===== config.mk =====
export PLATFORM = sky130hd
export DESIGN_NAME = vcc_top
export DESIGN_NICKNAME = d
export VERILOG_FILES = /design/src/vcc_pkg.sv /design/src/vcc_top.sv
export SDC_FILE = /design/constraint.sdc
export NUM_CORES = 1
export LEC_CHECK = 0
export BUFFER_PORTS_ARGS = -buffer_cell sky130_fd_sc_hd__buf_2
export CAP_MARGIN = 20
export CORE_ASPECT_RATIO = 1.25
export CORE_MARGIN = 4
export CORE_UTILIZATION = 60
export DETAILED_ROUTE_END_ITERATION = 8
export GPL_TIMING_DRIVEN = 0
export MAX_ROUTING_LAYER = met4
export PLACE_DENSITY = 0.82
export SLEW_MARGIN = 25
export SYNTH_ARGS = -nofsm -noshare
export SYNTH_HDL_FRONTEND = slang
export SYNTH_SLANG_ARGS = --single-unit

===== constraint.sdc =====
create_clock -name sys_clk -period 5.9 [get_ports sys_clk]
set_input_delay 0.885 -clock sys_clk [delete_from_list [all_inputs] [get_ports sys_clk]]
set_output_delay 0.885 -clock sys_clk [all_outputs]
set_load 0.01 [all_outputs]

===== src/vcc_pkg.sv =====
// Shared constants for the voice codec control block.
package vcc_pkg;
    // ------------------------------------------------------------------
    // Register byte addresses on the AHB-Lite slave.
    // ------------------------------------------------------------------
    localparam logic [7:0] FORMAT_OFS = 8'h00; // Law, frame format and timing.
    localparam logic [7:0] CHAN_OFS = 8'h04; // Slot, voice enable, latch.
    localparam logic [7:0] TXBYTE_OFS = 8'h08; // Byte sent in the selected slot.
    localparam logic [7:0] RXBYTE_OFS = 8'h0c; // Last received voice byte.
    localparam logic [7:0] PATH_OFS = 8'h10; // Path select.
    localparam logic [7:0] TXGAIN_OFS = 8'h14; // Transmit gain and sidetone.
    localparam logic [7:0] RXATT_OFS = 8'h18; // Receive attenuations.
    localparam logic [7:0] TONE_OFS = 8'h1c; // Tone level.
    localparam logic [7:0] RING1_OFS = 8'h20; // First ring frequency.
    localparam logic [7:0] RING2_OFS = 8'h24; // Second ring frequency.
    localparam logic [7:0] DAS_OFS = 8'h28; // Anticlipping and loudspeaker gain.
    localparam logic [7:0] POWER_OFS = 8'h2c; // One-byte power instruction.
    localparam logic [7:0] STATUS_OFS = 8'h30; // Read-only state.
    // ------------------------------------------------------------------
    // Field positions.
    // ------------------------------------------------------------------
    localparam int PWR_BIT = 8; // Power bit carried by every config write.
    localparam int ONE_PWR_BIT = 0; // Power bit of the one-byte instruction.
    localparam int ONE_ZERO_BIT = 1; // Must be zero in the one-byte instruction.
    localparam int FMT_FIRST = 0; // law_select_first.
    localparam int FMT_SECOND = 1; // law_select_second.
    localparam int FMT_FORMAT2 = 2; // Two-bit gap before the second slot.
    localparam int FMT_DELAYED = 3; // Delayed frame timing.
    localparam int CH_SLOT2 = 0; // Second time slot selected.
    localparam int CH_VOICE_EN = 2; // Voice transfer enabled.
    localparam int CH_LATCH = 3; // Latch output pulled low when set.
    localparam int PS_SECONDARY_MIC_INPUT = 7; // Secondary microphone selected.
    localparam int PS_UNMUTE = 6; // tx_unmute.
    localparam int PS_HFLOOP = 5; // handsfree_loop_en.
    localparam int PS_TONE_EAR = 3; // Tone summed into the earpiece.
    localparam int PS_TONE_SPK = 2; // Tone summed into the loudspeaker.
    localparam int PS_SPK = 1; // speaker_route.
    localparam int PS_EAR = 0; // earpiece_route.
    localparam int DAS_LSHIGH = 4; // Loudspeaker +27dB gain.
    localparam int DAS_AFB = 5; // Anti-feedback switched on.
    // ------------------------------------------------------------------
    // Reset values and slot geometry.
    // ------------------------------------------------------------------
    localparam logic [8:0] REG_RESET = 9'h000;
    localparam logic [7:0] SLOT1_START = 8'h00;
    localparam logic [7:0] SLOT2_START_F1 = 8'h08;
    localparam logic [7:0] SLOT2_START_F2 = 8'h0a;
    localparam logic [7:0] SLOT_LAST_OFS = 8'h07;
    localparam logic [7:0] POS_BEFORE = 8'hff; // One bit before the frame.
    localparam logic [7:0] POS_PARK = 8'hfe; // Counter parks here between frames.
    localparam logic [1:0] ARM_FRAMES = 2'h2; // Frame syncs before output drives.
    localparam logic [7:0] ALAW_XOR = 8'h55;
    localparam logic [3:0] AFB_RANGE_DB = 4'hc; // Anti-feedback control depth.
    localparam logic [3:0] DAS_MAX_STEPS = 4'hf;
    localparam logic [6:0] THR_15 = 7'h58; // -15 dBm0 level code.
    localparam logic [6:0] THR_13 = 7'h5c; // -13 dBm0 level code.
    localparam logic [6:0] THR_9 = 7'h64; // -9 dBm0 level code.
    localparam logic [6:0] THR_7 = 7'h68; // -7 dBm0 level code.
    // ------------------------------------------------------------------
    // Timing.
    // ------------------------------------------------------------------
    localparam int CLK_PERIOD_NS = 25;
    localparam int CLK_LOSS_NS = 10000; // Silence on the master clock that counts as loss.
    localparam logic [8:0] CLK_LOSS_CYC = 9'(CLK_LOSS_NS / CLK_PERIOD_NS);
    localparam int FRAME_HZ = 8000; // Attack steps once per frame.
    localparam logic [11:0] REL_4HZ = 12'(FRAME_HZ / 4);
    localparam logic [11:0] REL_8HZ = 12'(FRAME_HZ / 8);
    localparam logic [11:0] REL_31HZ = 12'(FRAME_HZ / 31);
    localparam logic [11:0] REL_62HZ = 12'(FRAME_HZ / 62);
endpackage


===== src/vcc_top.sv =====
// Voice codec control: registers, PCM slot logic, power and anticlipping.
//
// Behaviour
// - Power bit: zero up, one down.
// - Power with last write or alone.
// - After power up, transmit waits two syncs.
// - Power down keeps registers, still writable.
// - Lost master clock forces reset power down.
// - Path bit7 picks microphone pair.
// - Transmit gain bits7:4, 0-15 dB.
// - Muted transmit grounds signal, kills sidetone.
// - One law setting for encoder, decoder.
// - Shift byte out on slot rising edges.
// - Capture received byte on eight edges.
// - Path bits1,0 route speaker and earpiece.
// - Earpiece attenuation bits7:4, 1 dB steps.
// - Speaker attenuation bits3:0, 2 dB steps.
// - Sidetone and tone levels into outputs.
// - Handsfree loop diverts receive signal.
// - Loudspeaker gain +9dB or +27dB.
// - Anti-feedback gives 12dB control range.
// - Anticlipping at +27dB compares level, cuts speaker gain.
// - Four selectable anticlipping thresholds.
// - Attack per frame; four release rates.
// - Alternate-tone pin picks ring frequency.
//
// Our own choices: the AHB-Lite interface to the registers and the register offsets.
`timescale 1ns/10ps
`default_nettype none
module vcc_top (
    input wire logic sys_clk,
    input wire logic rst,
    input wire logic hsel,
    input wire logic [31:0] haddr,
    input wire logic [1:0] htrans,
    input wire logic hwrite,
    input wire logic [2:0] hsize,
    input wire logic hready,
    input wire logic [31:0] hwdata,
    output logic hreadyout,
    output logic hresp,
    output logic [31:0] hrdata,
    input wire logic mclk,
    input wire logic fsync,
    input wire logic rx_serial,
    output logic tx_serial_o,
    output logic tx_serial_oe,
    output logic latch_output_o,
    output logic latch_output_oe,
    input wire logic alt_tone_pin,
    input wire logic alt_tone_open,
    output logic powered_up,
    output logic mic_select,
    output logic [3:0] tx_stage2_gain,
    output logic tx_unmute,
    output logic law_mu,
    output logic speaker_route,
    output logic earpiece_route,
    output logic [3:0] earpiece_atten,
    output logic [3:0] speaker_atten,
    output logic [3:0] sidetone_level,
    output logic [3:0] tone_level,
    output logic tone_to_earpiece,
    output logic tone_to_speaker,
    output logic handsfree_loop_en,
    output logic ls_gain_high,
    output logic [3:0] afb_range_db,
    output logic [3:0] das_reduction,
    output logic [7:0] ring_freq,
    output logic ring_auto
);
    import vcc_pkg::*;

    // ------------------------------------------------------------------
    // Register file.
    // ------------------------------------------------------------------
    logic [8:0] format_reg_r; // Law, format, timing.
    logic [8:0] chan_reg_r; // Slot, voice enable, latch.
    logic [7:0] tx_byte_r; // Byte for the transmit slot.
    logic [7:0] rx_byte_r; // Last received byte.
    logic [8:0] path_select_reg_r;
    logic [8:0] tx_gain_reg_r;
    logic [8:0] rx_atten_reg_r;
    logic [8:0] tone_level_reg_r;
    logic [8:0] ring_freq_one_reg_r;
    logic [8:0] ring_freq_two_reg_r;
    logic [8:0] das_reg_r; // Threshold, release, gain, anti-feedback.
    logic powered_r; // Codec powered up.

    // Address phase capture; the write is applied in the data phase.
    logic wr_pend_r;
    logic [7:0] wr_addr_r;
    logic [7:0] rd_addr_r;
    logic rd_pend_r;
    wire addr_phase = hsel & hready & htrans[1];
    wire cfg_write = wr_pend_r && (wr_addr_r <= DAS_OFS) && (wr_addr_r != RXBYTE_OFS);
    wire one_byte_ok = wr_pend_r && (wr_addr_r == POWER_OFS) && !hwdata[ONE_ZERO_BIT];

    // ------------------------------------------------------------------
    // Pin synchronisers and master clock edges.
    // ------------------------------------------------------------------
    logic [1:0] mclk_sy_r;
    logic [1:0] fs_sy_r;
    logic [1:0] dr_sy_r;
    logic [1:0] at_sy_r;
    logic [1:0] ao_sy_r;
    logic mclk_last_r; // Previous synchronised clock level.
    wire mclk_rise = mclk_sy_r[1] & ~mclk_last_r;
    wire mclk_fall = ~mclk_sy_r[1] & mclk_last_r;

    // All four pins and the clock share one delay, so slot timing stays aligned.
    always_ff @(posedge sys_clk) begin
        if (rst) begin
            mclk_sy_r <= 2'h0;
            fs_sy_r <= 2'h0;
            dr_sy_r <= 2'h0;
            at_sy_r <= 2'h0;
            ao_sy_r <= 2'h0;
            mclk_last_r <= 1'b0;
        end else begin
            mclk_sy_r <= {mclk_sy_r[0], mclk};
            fs_sy_r <= {fs_sy_r[0], fsync};
            dr_sy_r <= {dr_sy_r[0], rx_serial};
            at_sy_r <= {at_sy_r[0], alt_tone_pin};
            ao_sy_r <= {ao_sy_r[0], alt_tone_open};
            mclk_last_r <= mclk_sy_r[1];
        end
    end

    // ------------------------------------------------------------------
    // Master clock loss watchdog.
    // ------------------------------------------------------------------
    logic [8:0] idle_cnt_r; // Cycles since the last clock edge.
    logic clk_lost_r; // Reset power down in force.
    wire mclk_edge = mclk_rise | mclk_fall;

    // The watchdog cannot tell a slow clock from a lost one below 50 kHz.
    always_ff @(posedge sys_clk) begin
        if (rst) begin
            idle_cnt_r <= 9'h000;
            clk_lost_r <= 1'b0;
        end else if (mclk_edge) begin
            idle_cnt_r <= 9'h000;
            clk_lost_r <= 1'b0;
        end else if (idle_cnt_r >= CLK_LOSS_CYC - 9'h001) begin
            clk_lost_r <= 1'b1;
        end else begin
            idle_cnt_r <= idle_cnt_r + 9'h001;
        end
    end

    // ------------------------------------------------------------------
    // Registers and power state.
    // ------------------------------------------------------------------
    // Writes land only in the data phase, once the whole word is present.
    always_ff @(posedge sys_clk) begin
        if (rst) begin
            wr_pend_r <= 1'b0;
            rd_pend_r <= 1'b0;
            wr_addr_r <= 8'h00;
            rd_addr_r <= 8'h00;
        end else if (hready) begin
            wr_pend_r <= addr_phase & hwrite;
            rd_pend_r <= addr_phase & ~hwrite;
            wr_addr_r <= haddr[7:0];
            rd_addr_r <= haddr[7:0];
        end
    end

    // Each register keeps its value across power down and stays writable.
    always_ff @(posedge sys_clk) begin
        if (rst) begin
            format_reg_r <= REG_RESET;
            chan_reg_r <= REG_RESET;
            tx_byte_r <= 8'h00;
            path_select_reg_r <= REG_RESET;
            tx_gain_reg_r <= REG_RESET;
            rx_atten_reg_r <= REG_RESET;
            tone_level_reg_r <= REG_RESET;
            ring_freq_one_reg_r <= REG_RESET;
            ring_freq_two_reg_r <= REG_RESET;
            das_reg_r <= REG_RESET;
        end else if (wr_pend_r) begin
            case (wr_addr_r)
                FORMAT_OFS: format_reg_r <= hwdata[8:0];
                CHAN_OFS: chan_reg_r <= hwdata[8:0];
                TXBYTE_OFS: tx_byte_r <= hwdata[7:0];
                PATH_OFS: path_select_reg_r <= hwdata[8:0];
                TXGAIN_OFS: tx_gain_reg_r <= hwdata[8:0];
                RXATT_OFS: rx_atten_reg_r <= hwdata[8:0];
                TONE_OFS: tone_level_reg_r <= hwdata[8:0];
                RING1_OFS: ring_freq_one_reg_r <= hwdata[8:0];
                RING2_OFS: ring_freq_two_reg_r <= hwdata[8:0];
                DAS_OFS: das_reg_r <= hwdata[8:0];
                default: begin
                end
            endcase
        end
    end

    // Power follows the bit in any config write or any power byte with its zero bit clear; a lost clock overrides.
    always_ff @(posedge sys_clk) begin
        if (rst) begin
            powered_r <= 1'b0;
        end else if (clk_lost_r) begin
            powered_r <= 1'b0;
        end else if (cfg_write) begin
            powered_r <= ~hwdata[PWR_BIT];
        end else if (one_byte_ok) begin
            powered_r <= ~hwdata[ONE_PWR_BIT];
        end
    end

    // ------------------------------------------------------------------
    // PCM frame and time slot logic.
    // ------------------------------------------------------------------
    logic fs_last_r; // Frame sync level at the previous clock rise.
    logic [7:0] pos_r; // Bit position within the frame.
    logic [1:0] arm_cnt_r; // Frame syncs seen since power up.
    logic [7:0] tx_shift_r; // Byte being sent.
    logic [6:0] rx_shift_r; // Bits gathered so far.
    logic rx_done_r; // One-cycle pulse: a whole byte was captured.
    logic dx_r; // Transmit bit.
    logic dx_en_r; // Transmit output driven.
    wire new_frame = mclk_rise & fs_sy_r[1] & ~fs_last_r;
    wire [7:0] slot_start = !chan_reg_r[CH_SLOT2] ? SLOT1_START :
        (format_reg_r[FMT_FORMAT2] ? SLOT2_START_F2 : SLOT2_START_F1);
    wire [7:0] bit_idx = pos_r - slot_start;
    wire in_slot = (pos_r >= slot_start) && (bit_idx <= SLOT_LAST_OFS);
    wire [7:0] pos_nxt = (pos_r == POS_PARK) ? POS_PARK : pos_r + 8'h01;
    wire voice_on = powered_r & chan_reg_r[CH_VOICE_EN];
    wire armed = (arm_cnt_r == ARM_FRAMES);

    // Count frame syncs after power up; the transmit pin stays idle until two.
    always_ff @(posedge sys_clk) begin
        if (rst || !powered_r) begin
            arm_cnt_r <= 2'h0;
        end else if (new_frame && !armed) begin
            arm_cnt_r <= arm_cnt_r + 2'h1;
        end
    end

    // Delayed timing starts the frame one clock after the sync edge.
    always_ff @(posedge sys_clk) begin
        if (rst) begin
            fs_last_r <= 1'b0;
            pos_r <= POS_PARK;
            tx_shift_r <= 8'h00;
        end else if (mclk_rise) begin
            fs_last_r <= fs_sy_r[1];
            if (new_frame) begin
                pos_r <= format_reg_r[FMT_DELAYED] ? POS_BEFORE : 8'h00;
                tx_shift_r <= tx_byte_r;
            end else begin
                pos_r <= pos_nxt;
            end
        end
    end

    // Send the byte MSB first on rising edges inside the slot.
    always_ff @(posedge sys_clk) begin
        if (rst || clk_lost_r) begin
            dx_r <= 1'b0;
            dx_en_r <= 1'b0;
        end else if (mclk_rise) begin
            dx_en_r <= in_slot & voice_on & armed;
            dx_r <= tx_shift_r[3'(SLOT_LAST_OFS - bit_idx)];
        end
    end

    // Capture on falling edges; the last bit delivers the whole byte.
    always_ff @(posedge sys_clk) begin
        if (rst) begin
            rx_shift_r <= 7'h00;
            rx_byte_r <= 8'h00;
            rx_done_r <= 1'b0;
        end else begin
            rx_done_r <= 1'b0;
            if (mclk_fall && in_slot && voice_on) begin
                rx_shift_r <= {rx_shift_r[5:0], dr_sy_r[1]};
                if (bit_idx == SLOT_LAST_OFS) begin
                    rx_byte_r <= {rx_shift_r, dr_sy_r[1]};
                    rx_done_r <= 1'b1;
                end
            end
        end
    end

    // ------------------------------------------------------------------
    // Anticlipping controller.
    // ------------------------------------------------------------------
    // Map a companded byte to a rising 7-bit level code for either law.
    function automatic logic [6:0] level_of(input logic [7:0] b, input logic mu);
        logic [7:0] x;
        x = mu ? ~b : (b ^ ALAW_XOR);
        return x[6:0];
    endfunction

    logic [11:0] rel_cnt_r; // Frames since the last release step or over-threshold frame.
    logic [3:0] red_r; // Gain reduction steps in force.
    wire [6:0] rx_level = level_of(rx_byte_r, format_reg_r[FMT_FIRST]);
    wire [6:0] thr = (das_reg_r[1:0] == 2'h0) ? THR_15 : (das_reg_r[1:0] == 2'h1) ? THR_13 :
        (das_reg_r[1:0] == 2'h2) ? THR_9 : THR_7;
    wire [11:0] rel_period = (das_reg_r[3:2] == 2'h0) ? REL_4HZ :
        (das_reg_r[3:2] == 2'h1) ? REL_8HZ : (das_reg_r[3:2] == 2'h2) ? REL_31HZ : REL_62HZ;
    wire over = rx_level > thr;

    // One attack step per received frame; release waits out its period.
    always_ff @(posedge sys_clk) begin
        if (rst || !das_reg_r[DAS_LSHIGH]) begin
            red_r <= 4'h0;
            rel_cnt_r <= 12'h000;
        end else if (rx_done_r) begin
            if (over) begin
                rel_cnt_r <= 12'h000;
                if (red_r != DAS_MAX_STEPS) begin
                    red_r <= red_r + 4'h1;
                end
            end else if (rel_cnt_r >= rel_period - 12'h001) begin
                rel_cnt_r <= 12'h000;
                if (red_r != 4'h0) begin
                    red_r <= red_r - 4'h1;
                end
            end else begin
                rel_cnt_r <= rel_cnt_r + 12'h001;
            end
        end
    end

    // ------------------------------------------------------------------
    // Analog control outputs; sidetone and ring selection registered, the rest decoded from registers.
    // ------------------------------------------------------------------
    logic [3:0] sidetone_r;
    logic [7:0] ring_r;
    logic ring_auto_r;
    always_ff @(posedge sys_clk) begin
        if (rst) begin
            sidetone_r <= 4'h0;
            ring_r <= 8'h00;
            ring_auto_r <= 1'b0;
        end else begin
            // Muting the transmitter also silences the sidetone path.
            sidetone_r <= path_select_reg_r[PS_UNMUTE] ? tx_gain_reg_r[3:0] : 4'h0;
            ring_auto_r <= ~ao_sy_r[1];
            if (ao_sy_r[1]) begin
                ring_r <= ring_freq_one_reg_r[7:0];
            end else begin
                ring_r <= at_sy_r[1] ? ring_freq_one_reg_r[7:0] : ring_freq_two_reg_r[7:0];
            end
        end
    end

    assign mic_select = path_select_reg_r[PS_SECONDARY_MIC_INPUT];
    assign tx_stage2_gain = tx_gain_reg_r[7:4];
    assign tx_unmute = path_select_reg_r[PS_UNMUTE];
    assign law_mu = format_reg_r[FMT_FIRST];
    assign speaker_route = path_select_reg_r[PS_SPK];
    assign earpiece_route = path_select_reg_r[PS_EAR];
    assign earpiece_atten = rx_atten_reg_r[7:4];
    assign speaker_atten = rx_atten_reg_r[3:0];
    assign sidetone_level = sidetone_r;
    assign tone_level = tone_level_reg_r[7:4];
    assign tone_to_earpiece = path_select_reg_r[PS_TONE_EAR];
    assign tone_to_speaker = path_select_reg_r[PS_TONE_SPK];
    assign handsfree_loop_en = path_select_reg_r[PS_HFLOOP];
    assign ls_gain_high = das_reg_r[DAS_LSHIGH];
    assign afb_range_db = das_reg_r[DAS_AFB] ? AFB_RANGE_DB : 4'h0;
    assign das_reduction = red_r;
    assign ring_freq = ring_r;
    assign ring_auto = ring_auto_r;
    assign powered_up = powered_r;

    // Open-drain latch drives low only while the clock is present.
    assign latch_output_o = 1'b0;
    assign latch_output_oe = chan_reg_r[CH_LATCH] & ~clk_lost_r;
    assign tx_serial_o = dx_r;
    assign tx_serial_oe = dx_en_r;

    // ------------------------------------------------------------------
    // Bus read data and response.
    // ------------------------------------------------------------------
    wire [31:0] status_word = {20'h00000, ring_auto_r, red_r, at_sy_r[1], armed, clk_lost_r,
        powered_r, 3'h0};
    logic [31:0] rd_mux;
    always_comb begin
        case (rd_addr_r)
            FORMAT_OFS: rd_mux = {23'h000000, format_reg_r};
            CHAN_OFS: rd_mux = {23'h000000, chan_reg_r};
            TXBYTE_OFS: rd_mux = {24'h000000, tx_byte_r};
            RXBYTE_OFS: rd_mux = {24'h000000, rx_byte_r};
            PATH_OFS: rd_mux = {23'h000000, path_select_reg_r};
            TXGAIN_OFS: rd_mux = {23'h000000, tx_gain_reg_r};
            RXATT_OFS: rd_mux = {23'h000000, rx_atten_reg_r};
            TONE_OFS: rd_mux = {23'h000000, tone_level_reg_r};
            RING1_OFS: rd_mux = {23'h000000, ring_freq_one_reg_r};
            RING2_OFS: rd_mux = {23'h000000, ring_freq_two_reg_r};
            DAS_OFS: rd_mux = {23'h000000, das_reg_r};
            STATUS_OFS: rd_mux = status_word;
            default: rd_mux = 32'h00000000;
        endcase
    end

    // Zero-wait slave: every transfer finishes in its first data cycle.
    assign hreadyout = 1'b1;
    assign hresp = 1'b0;
    assign hrdata = rd_pend_r ? rd_mux : 32'h00000000;
endmodule
`default_nettype wire


# After elaboration in Yosys (flattened, before gate mapping)
# Index checks and enable logic that the tools add are counted.
# Widths: inputs -> output; s select.
# op_classes
n_mux,28
order_cmp,7
bitwise,25
n_reduce_logical,39
addsub,9
n_eq_ne,22
# ops
op,n
$pmux 12 s12,1
$eq 8x6->1 const B,5
$mux 8,5
$eq 8x5->1 const B,4
$mux 32,1
$mux 4,7
$mux 12,2
$reduce_and 2->1,12
$eq 8x3->1 const B,2
$eq 8x4->1 const B,2
$add 12x1->12 const B,1
$and 1x1->1,12
$ge 12x12->1,1
$mux 6,2
$sub 11x1->12 const B,1
$mux 11,1
$mux 10,1
$not 1->1,10
$add 9x1->9 const B,1
$ge 9x9->1 const B,1
$mux 9,1
$add 8x1->8 const B,1
$eq 8x8->1 const B,1
$ge 8x4->1,1
other kinds (30),54
# totals
ff_bits,187
input_bits,79
output_inout_bits,85
wordCells,166

# Depth between registers and ports, before layout
# depth
depth_word,9
depth_mapped,15
depth_no_buf,15

# Least setup slack after synthesis
# Ideal clock, no wire load.
# synth_timing
path_kind,reg2reg
start,register das_reg_r[1]
end,register red_r[3] (netlist: das_reduction[3])
setup_ns,0.070
path_slack_ns,2.856
stages_incl_launch_ff,15
required_ns,5.830
period_less_slack_ns,3.044
path_buffers,0
t_arrival_ns,2.974
cell_sequence,dfxtp_1 > inv_1 > ha_1 > or2_2 > ha_1 > nand2_1 > o21bai_1 > a221oi_4 > inv_1 > ha_1 > a21o_1 > a21oi_1 > xnor2_1 > or3_1 > a21oi_1
# synth_via
elab_chain_cells,7
word_cells_on_any_way,12
classes_between,order compare (1); eq/ne (3); mux (4); reduce/logical (4)
# synth_lines
element,line,source
"start, declared",vcc_top.sv:87,logic [8:0] das_reg_r;
"start signal, assigned",vcc_top.sv:194,DAS_OFS: das_reg_r <= hwdata[8:0];
$eq 2x2->1,vcc_top.sv:303,(das_reg_r[1:0] == 2'h2) ? THR_9 : THR_7;
$mux 4,vcc_top.sv:303,
$mux 6,vcc_top.sv:302,wire [6:0] thr = (das_reg_r[1:0] == 2'h0) ? THR_15 : (das_reg_r[1:0] == 2'h1) ? THR_13 :
$mux 6 *,vcc_top.sv:302,
$gt 7x7->1 *,vcc_top.sv:306,wire over = rx_level > thr;
$ne 2x1->1 (no source line) or $reduce_bool 2->1 (tied branches),n/a,
$reduce_and 4->1 (no source line),n/a,
"end signal, assigned",vcc_top.sv:317,red_r <= red_r + 4'h1;
"end signal, assigned",vcc_top.sv:322,red_r <= red_r - 4'h1;
"end, declared",vcc_top.sv:300,logic [3:0] red_r;
# Mark *: on every way between the ends. The rest lies on a longest branch, timed or not.
# A chain may end at the register's enable or synchronous reset.

# Worst setup path after layout
# layout_timing
start,register rd_addr_r[3]
end,output port hrdata[2]
# layout_via
elab_chain_cells,3
word_cells_on_any_way,14
classes_between,eq/ne (11); mux (2); reduce/logical (1)
# layout_lines
element,line,source
"start, declared",vcc_top.sv:93,logic [7:0] rd_addr_r;
"start signal, assigned",vcc_top.sv:166,rd_addr_r <= haddr[7:0];
$eq 8x6->1 (tied with other cells),vcc_top.sv:386,case (rd_addr_r)
$pmux 12 s12 *,vcc_top.sv:386,
$mux 32 *,vcc_top.sv:406,assign hrdata = rd_pend_r ? rd_mux : 32'h00000000;
"end, declared",vcc_top.sv:42,"output logic [31:0] hrdata,"
# Marks and branches as above.

==> out/summary.txt <==
Vias: 7938
Synth Cell Area: 0.00901 sq mm
Final nets: 1265
worst reg2reg path depth: 14
final hold viol count: 0
Filler cells: 1187
Setup TNS Final: 0 ns
pre-CTS setup slack: 2.50 ns
reg2reg start: das_reg_r[1]
Hold WC Path Type: reg -> reg
Largest register FFs: 12
outcome: finished, final reports clean
ys async rst share: 0
drt pass-1 iters: 5
RSZ-0062 raised after global routing: no
Reg with most FFs: rel_cnt_r
Syn. warnings: 0
max-cap viol count: 0
cell count after synthesis: 1033
vias in the first global route: 7716
CP Capture Type: primary output
CP Max Fanout: 10
initial antenna violation count: 0
# Post-CTS Setup Buffers: 0
I/O Buffers: 79
CTS hold repair buffers: 0
Core ar.: 0.0146 sq mm
I/O pin cnt: 164
worst r2r dst: das_reduction[3]
post-CTS sizing: 0
f_max: 254 MHz
antenna-violating nets left: 0
main flop type after synthesis: dfxtp_1
share of cells above drive strength 1: 0.164
CP required: 5.02 ns
Peak VDD IR: 0.000200 V
Tmin final: 3.94 ns
clock buffer depth: 2
Setup crit start kind: flop
Crit Path Class: reg -> out
clk sinks: 187
die height: 145 um
first-pass GRT wire length: 41100 um
Avg Inst Size Synth: 8.72 sq um
die width: 118 um
routed wire length: 25900 um
Congestion Overflow GR: 0
hpwl dp: 18700 um
initial DRC count: 924
setup ws final: 1.96 ns
Post-synth EDFFs: 0
top-area cell type share of the netlist area: 0.415
largest cells by area after synthesis: dfxtp_1, mux2i_1, nor2_1
register clock-pin slew on the reported worst setup and hold paths: 0.08 ns
CTS buffer count: 17
Worst Path Arrival: 3.06 ns
Slew @ Worst Pin: 0.760 ns
Synth Register Bits: 187
Worst-Skew Late Latency: 0.45 ns
Total GRT Usage: 0.312
WL per Instance: 19.2 um
WHS Path Cells: 1
Leakage: 4.80 nW
Root Buffer: clkbuf_16
GPL Wtd Cong: 1.02
# setup viols final: 0
HP Start: mclk_sy_r[0]
antenna cells: 0
H-Tree Level Count: 4
starting density of the core: 0.618
vias per inst: 5.90
Worst Hold End: mclk_sy_r[1]
headroom to the max-slew limit: 0.493
die area: 0.0171 sq mm
register area share after synthesis: 0.415
hold_ws: 0.436 ns
FF-to-FF setup slack: 2.53 ns
CTS tree: done
Final period util: 0.668
Pins Over Slew Limit: 0
largest net degree at the start of global routing: 18
DRC: 0
leading area contributor after synthesis: dfxtp_1
Area growth syn-to-layout: 14.6%
power density cells: 254 mW/mm^2
Cell variety after synth: 65
Max Clock Skew: 0.00926 ns
Core Rows: 49
-- synthesized netlist by cell type, types with 11 or more instances --
cell type	n
mux2i_1	103
dfxtp_1	187
o21ai_0	33
nor2b_1	18
xnor2_1	11
inv_1	23
nand2_1	92
clkbuf_1	52
a22oi_1	11
a21oi_1	81
nand3_1	28
xor2_1	13
buf_4	43
nor2_1	164
ha_1	30
buf_2	12
-- power by group --
part           leakage (nW)  switching (mW)  internal (mW)
combinational          3.00           0.121         0.0550
clock                 0.288           0.534          0.629
sequential             1.51          0.0136           1.27
-- per-stage QoR --
step / area (sq um) / std cells / util / power [mW]
after floorplan: 9100 / 1057 / - / 1.43
after global placement: 9720 / 1314 / 0.666 / 1.48
after detailed placement: 9720 / 1314 / 0.666 / 1.49
after CTS: 10300 / 1346 / 0.707 / 2.62
after global routing: 10300 / 1346 / 0.708 / 2.71
final: 10300 / 1346 / 0.708 / 2.63
-- worst max-delay path: stages, from the launching register on --
cell and delay [ns]:
dfxtp_1 0.31, clkbuf_1 0.39, nor3b_2 0.65, buf_2 0.39
nand2_1 0.15, o21ai_0 0.20, a31oi_1 0.06, a21oi_1 0.25
buf_2 0.20
-- logic make-up (layout without fill, tap and decap cells) --
group	Yosys count	in the layout	synth area share
AND/OR/NAND/NOR	373	373	0.192
flip-flops	187	187	0.415
AO/OA/AOI/OAI	171	171	0.116
buffers and inverters	132	243	0.0754
multiplexers	110	110	0.128
adder cells (fa/ha/maj)	32	32	0.0450
XOR/XNOR	26	26	0.0269
other	2	26	0.000833
-- per-layer routing --
layer	GRT usage	vias to the layer above	wire, um
li1	-	3724	-
met1	0.363	3725	10200
met2	0.510	383	12300
met3	0.0670	106	2120
met4	0.157	0	1210
met5	-	-	0
-- layout by cell type, fill, tap and decap left out, types with 26 or more instances in the layout --
| master | n |
|---|---|
| clkbuf_1 | 52 |
| ha_1 | 30 |
| buf_2 | 91 |
| a21oi_1 | 81 |
| nor2_1 | 164 |
| o21ai_0 | 33 |
| buf_4 | 43 |
| nand2_1 | 92 |
| mux2i_1 | 103 |
| dfxtp_1 | 187 |
| conb_1 | 26 |
| nand3_1 | 28 |
-- worst max-delay path by stage --
stage,start,to,slack [ns],cells past startpoint
after global placement,rd_addr_r[3],hrdata[1],2.48,8
final,rd_addr_r[3],hrdata[2],1.96,8
after floorplan,das_reg_r[1],das_reduction[3],2.86,14
after global routing,rd_addr_r[3],hrdata[1],1.78,8
after detailed placement,rd_addr_r[3],hrdata[0],2.50,8
after CTS,rd_addr_r[3],hrdata[0],1.99,8
-- layout make-up --
class / count / area [sq um] / area share
well taps: 178 / 223 / 0.0216
clock buffers: 20 / 467 / 0.0452
repair buffers: 79 / 395 / 0.0383
flip-flops and latches: 187 / 3740 / 0.363
inverters: 23 / 86.3 / 0.00836
clock inverters: 12 / 129 / 0.0125
plain buffers: 109 / 593 / 0.0574
multi-input cells: 738 / 4690 / 0.454
Power figures use the tool's default switching activity.
